## config.mk

```make
export PLATFORM = sky130hd
export DESIGN_NAME = eac_config_regs
export DESIGN_NICKNAME = d
export VERILOG_FILES = /design/src/eac_pkg.sv /design/src/eac_config_regs.sv /design/src/eac_spi_port.sv /design/src/eac_echo_watch.sv
export VERILOG_INCLUDE_DIRS = /design/src
export SDC_FILE = /design/constraint.sdc
export NUM_CORES = 1
export LEC_CHECK = 0
export BUFFER_PORTS_ARGS = -buffer_cell sky130_fd_sc_hd__buf_2
export CAP_MARGIN = 25
export CORE_ASPECT_RATIO = 1.2
export CORE_MARGIN = 4
export CORE_UTILIZATION = 36
export CTS_CLUSTER_SIZE = 8
export DETAILED_ROUTE_END_ITERATION = 7
export GPL_ROUTABILITY_DRIVEN = 1
export PLACE_DENSITY_LB_ADDON = 0.15
export SLEW_MARGIN = 20
export SYNTH_ARGS = -nofsm -noshare
export SYNTH_HDL_FRONTEND = slang
export SYNTH_HIERARCHICAL = 1
export SYNTH_SLANG_ARGS = --single-unit
```

## constraint.sdc

```tcl
create_clock -name clock_i -period 3.3 [get_ports clock_i]
set_input_delay 0.33 -clock clock_i [delete_from_list [all_inputs] [get_ports clock_i]]
set_output_delay 0.33 -clock clock_i [all_outputs]
set_load 0.03 [all_outputs]
```

## src/eac_consts.svh

```systemverilog
`ifndef EAC_CONSTS_SVH
`define EAC_CONSTS_SVH
// Register offsets on the serial port
`define EAC_OFS_ECHO_COUNT 6'h01
`define EAC_OFS_MEAS_SEL 6'h02
`define EAC_OFS_TEMP_ECHO 6'h03
`define EAC_OFS_TX_RX 6'h04
`define EAC_OFS_GAIN_HIGH 6'h05
`define EAC_OFS_TIMING_LOW 6'h06
// Reset values
`define EAC_RST_ECHO_COUNT 8'h40
`define EAC_RST_MEAS_SEL 8'h00
`define EAC_RST_TEMP_ECHO 8'h03
`define EAC_RST_TX_RX 8'h1f
`define EAC_RST_GAIN_HIGH 8'h00
`define EAC_RST_TIMING_LOW 8'h00
// Field positions
`define EAC_BIT_CM_SRC 7
`define EAC_BIT_MEAS_TYPE 6
`define EAC_BIT_DAMP 5
`define EAC_BIT_TEMP_CH 6
`define EAC_BIT_SENSOR 5
`define EAC_BIT_TDIV 4
`define EAC_BIT_BLANK 3
`define EAC_BIT_RX_MODE 6
`define EAC_BIT_TRIG 5
`define EAC_BIT_GAIN_OFF 4
`define EAC_BIT_PREAMP_OFF 3
`define EAC_BIT_PREAMP_FB 2
`define EAC_BIT_SPI_WRITE 6
// Fixed decode values
`define EAC_STOP_ALL 6'h20
`define EAC_TDIV_FIXED_LOG2 4'h3
// Listening window
`define EAC_CLK_NS 4
`define EAC_LISTEN_NS 8192
`define EAC_LISTEN_CYCLES (`EAC_LISTEN_NS / `EAC_CLK_NS)
`endif

```

## src/eac_pkg.sv

```systemverilog
package eac_pkg;
   // Stored register bytes
   typedef struct packed {
      logic [7:0] echo_count;
      logic [7:0] measure_select;
      logic [7:0] temp_echo;
      logic [7:0] tx_receive;
      logic [7:0] gain_high;
      logic [7:0] timing_low;
   } eac_regs_t;
   // Decoded settings driven to the front end
   typedef struct packed {
      logic [5:0] stop_count;
      logic common_mode_source;
      logic measure_type;
      logic damping_en;
      logic temp_ref_one_only;
      logic sensor_class_sel;
      logic [3:0] temp_div_log2;
      logic blanking_en;
      logic [2:0] echo_threshold_code;
      logic [10:0] threshold_mv;
      logic multi_echo;
      logic trigger_polarity;
      logic [4:0] phase_flip_position;
      logic [4:0] gain_db;
      logic gain_stage_off;
      logic preamp_off;
      logic preamp_feedback;
      logic [9:0] timing;
   } eac_cfg_t;
   // One serial request towards the bank
   typedef struct packed {
      logic wr;
      logic rd;
      logic [5:0] addr;
      logic [7:0] data;
   } eac_spi_req_t;
   // Serial frame phase
   typedef enum logic [1:0] {
      EAC_PH_CMD = 2'b00,
      EAC_PH_DATA = 2'b01,
      EAC_PH_DONE = 2'b10
   } eac_spi_phase_t;
   // Echo watch phase
   typedef enum logic {
      EAC_W_READY = 1'b0,
      EAC_W_LISTEN = 1'b1
   } eac_watch_phase_t;
   // Serial port state
   typedef struct packed {
      logic [2:0] sy1;
      logic [2:0] sy2;
      logic [2:0] sy3;
      logic [2:0] flt;
      eac_spi_phase_t phase;
      logic [2:0] bitcnt;
      logic [7:0] shin;
      logic [5:0] addr;
      logic write;
      logic [7:0] shout;
      logic sdo;
      logic oe;
      eac_spi_req_t req;
   } eac_spi_state_t;
   // Echo watch state
   typedef struct packed {
      eac_watch_phase_t phase;
      logic [5:0] seen;
      logic [15:0] timer;
      logic timeout;
      logic error;
   } eac_watch_state_t;
   // Bank state
   typedef struct packed {
      eac_regs_t regs;
      eac_cfg_t cfg;
   } eac_top_state_t;
endpackage

```

## src/eac_config_regs.sv

```systemverilog
// Behaviour
// Echo count 1..7 stops, zero gives 32
// Echo count top bits reset to one
// Software writes zeros to reserved bits
// Bit 7 picks external common mode
// Bit 6 picks temperature measurement
// Bit 5 enables burst damping
// Measure select at 0x2, resets zero
// Temp channel bit drops second sensor
// Sensor class bit selects 500-ohm type
// Temp clock divide by 8 or burst
// Blanking enable uses ten-bit timing field
// Threshold code maps 35 to 1500 mV
// Temp/echo register at 0x3, resets 0x03
// Receive mode bit selects multi echo
// Trigger polarity bit picks falling edge
// Phase flip position 0..31, resets 31
// Software avoids phase flip 0 or 1
// Transmit/receive at 0x4, resets 0x1f
// Gain/timing-high at 0x5, resets zero
// Timing joins high bits and low byte
// Gain code steps 3 dB to 21
// Missing stops time out with error
// Fields read back last written value
// Settings outputs frozen while measurement runs
`timescale 1ns/1ps
`include "eac_consts.svh"
module eac_config_regs
   import eac_pkg::*;
#(
   parameter int LISTEN_CYCLES = `EAC_LISTEN_CYCLES
)(
   input wire logic clock_i,
   input wire logic rst_i,
   input wire logic spi_sclk_i,
   input wire logic spi_cs_n_i,
   input wire logic spi_sdi_i,
   output logic spi_sdo_o,
   output logic spi_sdo_oe_o,
   input wire logic [2:0] burst_div_code_i,
   input wire logic meas_start_i,
   input wire logic stop_pulse_i,
   input wire logic err_clear_i,
   output eac_cfg_t cfg_o,
   output logic meas_busy_o,
   output logic meas_timeout_o,
   output logic meas_error_o
);
   eac_top_state_t st; // Registered bank state
   eac_top_state_t next_st; // Next bank state
   eac_spi_req_t spi_req; // Request from the serial port
   logic [7:0] rd_data; // Read data to the serial port
   logic meas_busy; // Listening window open

   // Expected stop events for a count code
   function automatic logic [5:0] stop_count_of(input logic [2:0] code);
      logic [5:0] n;
      n = {3'h0, code};
      if (code == 3'h0) begin
         n = `EAC_STOP_ALL;
      end
      return n;
   endfunction

   // Threshold magnitude below common mode in mV
   function automatic logic [10:0] threshold_mv_of(input logic [2:0] code);
      logic [10:0] mv;
      mv = 11'h000;
      case (code)
         3'h0: mv = 11'h023;
         3'h1: mv = 11'h032;
         3'h2: mv = 11'h04b;
         3'h3: mv = 11'h07d;
         3'h4: mv = 11'h0dc;
         3'h5: mv = 11'h19a;
         3'h6: mv = 11'h307;
         default: mv = 11'h5dc;
      endcase
      return mv;
   endfunction

   // Amplifier gain in dB for a gain code
   function automatic logic [4:0] gain_db_of(input logic [2:0] code);
      logic [4:0] db;
      db = 5'({2'h0, code} * 5'h03);
      return db;
   endfunction

   // Decode stored bytes into front end settings
   function automatic eac_cfg_t build_cfg(input eac_regs_t r, input logic [2:0] div);
      eac_cfg_t c;
      c = '0;
      c.stop_count = stop_count_of(r.echo_count[2:0]);
      c.common_mode_source = r.measure_select[`EAC_BIT_CM_SRC];
      c.measure_type = r.measure_select[`EAC_BIT_MEAS_TYPE];
      c.damping_en = r.measure_select[`EAC_BIT_DAMP];
      c.temp_ref_one_only = r.temp_echo[`EAC_BIT_TEMP_CH];
      c.sensor_class_sel = r.temp_echo[`EAC_BIT_SENSOR];
      // Divider as a power of two: fixed 8, or the burst setting
      if (r.temp_echo[`EAC_BIT_TDIV]) begin
         c.temp_div_log2 = {1'b0, div} + 4'h1;
      end else begin
         c.temp_div_log2 = `EAC_TDIV_FIXED_LOG2;
      end
      // Blanking only applies to standard time-of-flight runs
      c.blanking_en = r.temp_echo[`EAC_BIT_BLANK]
         & ~r.measure_select[`EAC_BIT_MEAS_TYPE];
      c.echo_threshold_code = r.temp_echo[2:0];
      c.threshold_mv = threshold_mv_of(r.temp_echo[2:0]);
      c.multi_echo = r.tx_receive[`EAC_BIT_RX_MODE];
      c.trigger_polarity = r.tx_receive[`EAC_BIT_TRIG];
      c.phase_flip_position = r.tx_receive[4:0];
      c.gain_db = gain_db_of(r.gain_high[7:5]);
      c.gain_stage_off = r.gain_high[`EAC_BIT_GAIN_OFF];
      c.preamp_off = r.gain_high[`EAC_BIT_PREAMP_OFF];
      c.preamp_feedback = r.gain_high[`EAC_BIT_PREAMP_FB];
      c.timing = {r.gain_high[1:0], r.timing_low};
      return c;
   endfunction

   // Read multiplexer; unmapped offsets read zero
   function automatic logic [7:0] reg_read(input eac_regs_t r, input logic [5:0] a);
      logic [7:0] d;
      d = 8'h00;
      case (a)
         `EAC_OFS_ECHO_COUNT: d = r.echo_count;
         `EAC_OFS_MEAS_SEL: d = r.measure_select;
         `EAC_OFS_TEMP_ECHO: d = r.temp_echo;
         `EAC_OFS_TX_RX: d = r.tx_receive;
         `EAC_OFS_GAIN_HIGH: d = r.gain_high;
         `EAC_OFS_TIMING_LOW: d = r.timing_low;
         default: d = 8'h00;
      endcase
      return d;
   endfunction

   // Serial port front end
   eac_spi_port u_spi (
      .clock_i(clock_i),
      .rst_i(rst_i),
      .spi_sclk_i(spi_sclk_i),
      .spi_cs_n_i(spi_cs_n_i),
      .spi_sdi_i(spi_sdi_i),
      .rd_data_i(rd_data),
      .req_o(spi_req),
      .spi_sdo_o(spi_sdo_o),
      .spi_sdo_oe_o(spi_sdo_oe_o)
   );

   // Listening window and stop counting
   eac_echo_watch #(
      .LISTEN_CYCLES(LISTEN_CYCLES)
   ) u_watch (
      .clock_i(clock_i),
      .rst_i(rst_i),
      .start_i(meas_start_i),
      .stop_i(stop_pulse_i),
      .want_i(st.cfg.stop_count),
      .clear_i(err_clear_i),
      .busy_o(meas_busy),
      .timeout_o(meas_timeout_o),
      .error_o(meas_error_o)
   );

   // Read data for the pending read request
   assign rd_data = reg_read(st.regs, spi_req.addr);

   // Register writes and settings update
   always_comb begin
      next_st = st;
      // Whole bytes are stored; reserved bits keep what was written
      if (spi_req.wr) begin
         case (spi_req.addr)
            `EAC_OFS_ECHO_COUNT: next_st.regs.echo_count = spi_req.data;
            `EAC_OFS_MEAS_SEL: next_st.regs.measure_select = spi_req.data;
            `EAC_OFS_TEMP_ECHO: next_st.regs.temp_echo = spi_req.data;
            `EAC_OFS_TX_RX: next_st.regs.tx_receive = spi_req.data;
            `EAC_OFS_GAIN_HIGH: next_st.regs.gain_high = spi_req.data;
            `EAC_OFS_TIMING_LOW: next_st.regs.timing_low = spi_req.data;
            default: next_st.regs = st.regs;
         endcase
      end
      // Settings follow the bytes only while no measurement runs
      if (!meas_busy) begin
         next_st.cfg = build_cfg(st.regs, burst_div_code_i);
      end
   end

   // State register with documented reset bytes
   always_ff @(posedge clock_i or posedge rst_i) begin
      if (rst_i) begin
         st.regs <= '{echo_count: `EAC_RST_ECHO_COUNT,
                      measure_select: `EAC_RST_MEAS_SEL,
                      temp_echo: `EAC_RST_TEMP_ECHO,
                      tx_receive: `EAC_RST_TX_RX,
                      gain_high: `EAC_RST_GAIN_HIGH,
                      timing_low: `EAC_RST_TIMING_LOW};
         st.cfg <= '{stop_count: `EAC_STOP_ALL,
                     temp_div_log2: `EAC_TDIV_FIXED_LOG2,
                     echo_threshold_code: 3'h3,
                     threshold_mv: 11'h07d,
                     phase_flip_position: 5'h1f,
                     default: '0};
      end else begin
         st <= next_st;
      end
   end

   // Outputs
   assign cfg_o = st.cfg;
   assign meas_busy_o = meas_busy;
endmodule

```

## src/eac_spi_port.sv

```systemverilog
`timescale 1ns/1ps
`include "eac_consts.svh"
module eac_spi_port
   import eac_pkg::*;
(
   input wire logic clock_i,
   input wire logic rst_i,
   input wire logic spi_sclk_i,
   input wire logic spi_cs_n_i,
   input wire logic spi_sdi_i,
   input wire logic [7:0] rd_data_i,
   output eac_spi_req_t req_o,
   output logic spi_sdo_o,
   output logic spi_sdo_oe_o
);
   localparam int PS = 0; // Serial clock lane
   localparam int PC = 1; // Select lane
   localparam int PD = 2; // Data-in lane
   eac_spi_state_t st; // Registered state
   eac_spi_state_t next_st; // Next state
   logic [2:0] agree; // Stages two and three agree
   logic [2:0] level; // Filtered pin levels
   logic rise; // Serial clock rose
   logic fall; // Serial clock fell
   logic [7:0] shifted; // Input shifter after this bit

   // Pin filter, frame decode and read-out shifter
   always_comb begin
      next_st = st;
      agree = st.sy2 ~^ st.sy3;
      level = (agree & st.sy3) | (~agree & st.flt);
      rise = level[PS] & ~st.flt[PS];
      fall = ~level[PS] & st.flt[PS];
      shifted = {st.shin[6:0], level[PD]};
      next_st.sy1 = {spi_sdi_i, spi_cs_n_i, spi_sclk_i};
      next_st.sy2 = st.sy1;
      next_st.sy3 = st.sy2;
      next_st.flt = level;
      next_st.req = '0;
      // Read data arrive one cycle after the request
      if (st.req.rd) begin
         next_st.shout = rd_data_i;
      end
      if (level[PC]) begin
         // Deselect ends any frame and rearms
         next_st.phase = EAC_PH_CMD;
         next_st.bitcnt = 3'h0;
         next_st.oe = 1'b0;
      end else if (rise) begin
         next_st.shin = shifted;
         next_st.bitcnt = st.bitcnt + 3'h1;
         if (st.bitcnt == 3'h7) begin
            case (st.phase)
               EAC_PH_CMD: begin
                  next_st.addr = shifted[5:0];
                  next_st.write = shifted[`EAC_BIT_SPI_WRITE];
                  next_st.phase = EAC_PH_DATA;
                  next_st.req.rd = ~shifted[`EAC_BIT_SPI_WRITE];
                  next_st.req.addr = shifted[5:0];
               end
               EAC_PH_DATA: begin
                  next_st.phase = EAC_PH_DONE;
                  next_st.oe = 1'b0;
                  next_st.req.wr = st.write;
                  next_st.req.addr = st.addr;
                  next_st.req.data = shifted;
               end
               default: begin
                  next_st.phase = EAC_PH_DONE;
               end
            endcase
         end
      end else if (fall && st.phase == EAC_PH_DATA && !st.write) begin
         // Shift read data out, MSB first
         next_st.sdo = st.shout[7];
         next_st.shout = {st.shout[6:0], 1'b0};
         next_st.oe = 1'b1;
      end
   end

   // State register
   always_ff @(posedge clock_i or posedge rst_i) begin
      if (rst_i) begin
         st <= '{sy1: 3'h2, sy2: 3'h2, sy3: 3'h2, flt: 3'h2, phase: EAC_PH_CMD, default: '0};
      end else begin
         st <= next_st;
      end
   end

   assign req_o = st.req;
   assign spi_sdo_o = st.sdo;
   assign spi_sdo_oe_o = st.oe;
endmodule

```

## src/eac_echo_watch.sv

```systemverilog
`timescale 1ns/1ps
`include "eac_consts.svh"
module eac_echo_watch
   import eac_pkg::*;
#(
   parameter int LISTEN_CYCLES = `EAC_LISTEN_CYCLES
)(
   input wire logic clock_i,
   input wire logic rst_i,
   input wire logic start_i,
   input wire logic stop_i,
   input wire logic [5:0] want_i,
   input wire logic clear_i,
   output logic busy_o,
   output logic timeout_o,
   output logic error_o
);
   localparam logic [15:0] LAST = 16'(LISTEN_CYCLES - 1); // Window end
   eac_watch_state_t st; // Registered state
   eac_watch_state_t next_st; // Next state

   // Count stop events inside the listening window
   always_comb begin
      next_st = st;
      next_st.timeout = 1'b0;
      if (clear_i) begin
         next_st.error = 1'b0;
      end
      case (st.phase)
         EAC_W_READY: begin
            if (start_i) begin
               next_st.phase = EAC_W_LISTEN;
               next_st.seen = 6'h00;
               next_st.timer = LAST;
            end
         end
         EAC_W_LISTEN: begin
            if (stop_i && (6'(st.seen + 6'h01) == want_i)) begin
               next_st.phase = EAC_W_READY;
            end else if (st.timer == 16'h0000) begin
               // Short of stops: back to ready, flag wins over clear
               next_st.phase = EAC_W_READY;
               next_st.timeout = 1'b1;
               next_st.error = 1'b1;
            end else begin
               next_st.seen = stop_i ? 6'(st.seen + 6'h01) : st.seen;
               next_st.timer = st.timer - 16'h0001;
            end
         end
         default: begin
            next_st.phase = EAC_W_READY;
         end
      endcase
   end

   // State register
   always_ff @(posedge clock_i or posedge rst_i) begin
      if (rst_i) begin
         st <= '{phase: EAC_W_READY, default: '0};
      end else begin
         st <= next_st;
      end
   end

   assign busy_o = (st.phase == EAC_W_LISTEN);
   assign timeout_o = st.timeout;
   assign error_o = st.error;
endmodule

```

==> qor.txt <==
Hold crit path type = input pin to flip-flop
Pwr Density = 578 nW/um^2
Setup violations, final = 0
TritonCTS clock tree = done
Critical Path Start Type = flip-flop
Drc violations = 0
Endpoint class of the critical path = flip-flop
Unrepaired setup endpoints after global routing = no
Number of port buffers = 68
Worst Max-Slew Pin Slew = 0.859 ns
Data arrival, critical path = 2.99 ns
Sequential power share = 0.480
Core area = 23,400 sq um
Detailed placement HPWL = 12,700 um
Largest net degree at the start of global routing = 77
TritonCTS buffer count = 17
Commonest non-fill, non-tap cell in the layout = dfrtp_1
Internal Power = 3.84 mW
DRT Pass-1 Iters = 4
Worst Skew = 0.0144 ns
Area post-placement = 8760 sq um
Max Cap Violations = 0
H-Tree Depth = 4
Status = completed
Vias per inst = 4.92
Gate power share = 0.140
Worst-path cell chain = inv_1 > ha_1 > or3b_1 > or3_1 > o31ai_4 > a21oi_4 > and3_1 > a221o_1
Synth Area per Inst = 12.2 sq um
Starting Density = 0.369
Layout cells sized above 1 = 0.376
Routed len/inst = 17.0 um
Die Area = 26,500 sq um
Tot GR Track Use = 0.140
Worst-path maximum fanout = 25
Num ports = 71
Worst slew margin relative to its limit = 0.428
Fin Hold WS = 0.158 ns
Warnings from Yosys = 6
Setup TNS = 0 ns
Clk_lat worst skew = 0.44 ns
Design area = 9450 sq um
Final Cycle Share = 0.811
Minimum clock period = 2.68 ns
Clock Sinks = 183
Row cnt = 61
Via count = 5,114
Worst path required time = 3.62 ns
Clk slew on worst S/H paths = 0.07 ns
Fmax = 0.374 GHz
RePlAce Congestion = 0.826
# diodes = 0
Crit path kind = flip-flop to flip-flop
Synth Instances = 710
VDD IR max = 0.360 mV
Clock Path Buffers = 2
LEAKAGE = 4.45 nW
WL final = 17,700 um
Post-synthesis instance area = 8640 sq um
Root Driver = clkbuf_16
Max-slew violations = 0
Sw frac = 0.296
Vias in the first global route = 5,424
Largest stage delay, worst path = 0.46 ns
Die height = 178 um
Global-route wire length before repair = 29,400 um
Initial drt markers = 245
Most frequent cells in the layout = dfrtp_1, mux2_2, buf_2
Die Width = 149 um
NetSw = 1.61 mW
Nets = 732
Antenna violation net count after detailed routing = 0
Congestion Overflow GR = 0
Final hold violations = 0
Clock share of power = 0.380
Post_cts resized = 0
Slowest stage cell, crit path = or3_1
Initial antenna violation count = 0
Area Growth Syn to Fin = 9.36%
[timing repair]
item | in CTS | in global routing
hold endpoints to repair | 3 | 8
hold buffers | 3 | 1
buffers inserted | 0 | 0
endpoints found under the setup margin | 0 | 0
[critical path: cells and delay by family, from the launching register on]
family / cells / cell delay [ns]
adder cells (fa/ha/maj): 1 / 0.18
flip-flops: 1 / 0.39
AND/OR/NAND/NOR: 3 / 1.10
AO/OA/AOI/OAI: 3 / 0.80
buffers and inverters: 1 / 0.09
[state kept, by name, indices dropped and copies added (netlist names)]
name                flops
u_spi/shifted           7
u_watch/st             22
u_watch/error_o         1
u_spi/next_st           6
st                     48
u_spi/spi_sdo_oe_o      1
u_watch/timeout_o       1
u_spi/st               26
u_spi/req_o            16
u_spi/spi_sdo_o         1
cfg_o                  53
u_watch/busy_o          1
[per-stage QoR]
stage	power, mW	utilization	std cells	setup WS [ns]
after floorplan	3.28	-	713	0.363
after global placement	3.40	0.374	1002	0.602
after detailed placement	3.43	0.374	1002	0.453
after CTS	5.53	0.401	1037	0.448
after global routing	5.77	0.403	1039	0.457
final	5.46	0.403	1039	0.625
[per-layer routing]
metal  track usage  wire length, um
met1         0.183             7900
met2         0.231             8860
met3        0.0299              630
met4        0.0477              278
met5             0                0
[power by group through the flow]
stage               logic (mW)  registers, mW  clock network, mW
floorplan                0.687           2.60                  0
global placement         0.745           2.65                  0
detailed placement       0.769           2.66                  0
CTS                      0.773           2.62               2.14
global route             0.868           2.65               2.24
finish                   0.766           2.62               2.07
[final timing paths]
path	from	end	slack, ns	cells after the start
setup / recovery	u_watch/st[3]	u_watch/st[13]	0.62	8
hold reg to reg	u_spi/next_st[52]	u_spi/next_st[49]	0.35	0
setup reg to reg	u_watch/st[3]	u_watch/st[13]	0.62	8
min in group asynchronous	rst_i	u_watch/st[2]	0.46	3
max in group asynchronous	rst_i	cfg_o[30]	1.77	4
hold / removal	err_clear_i	u_watch/error_o	0.16	3
[final cells by class]
class / instances / area [sq um]
Multi-Input combinational cell: 404 / 3270
Fill cell: 2234 / 14000
Inverter: 24 / 92.6
Clock inverter: 15 / 181
Sequential cell: 183 / 4620
Clock buffer: 17 / 425
Timing Repair Buffer: 81 / 468
Tap cell: 315 / 394
No activity file was read; power rests on OpenSTA's default activity.
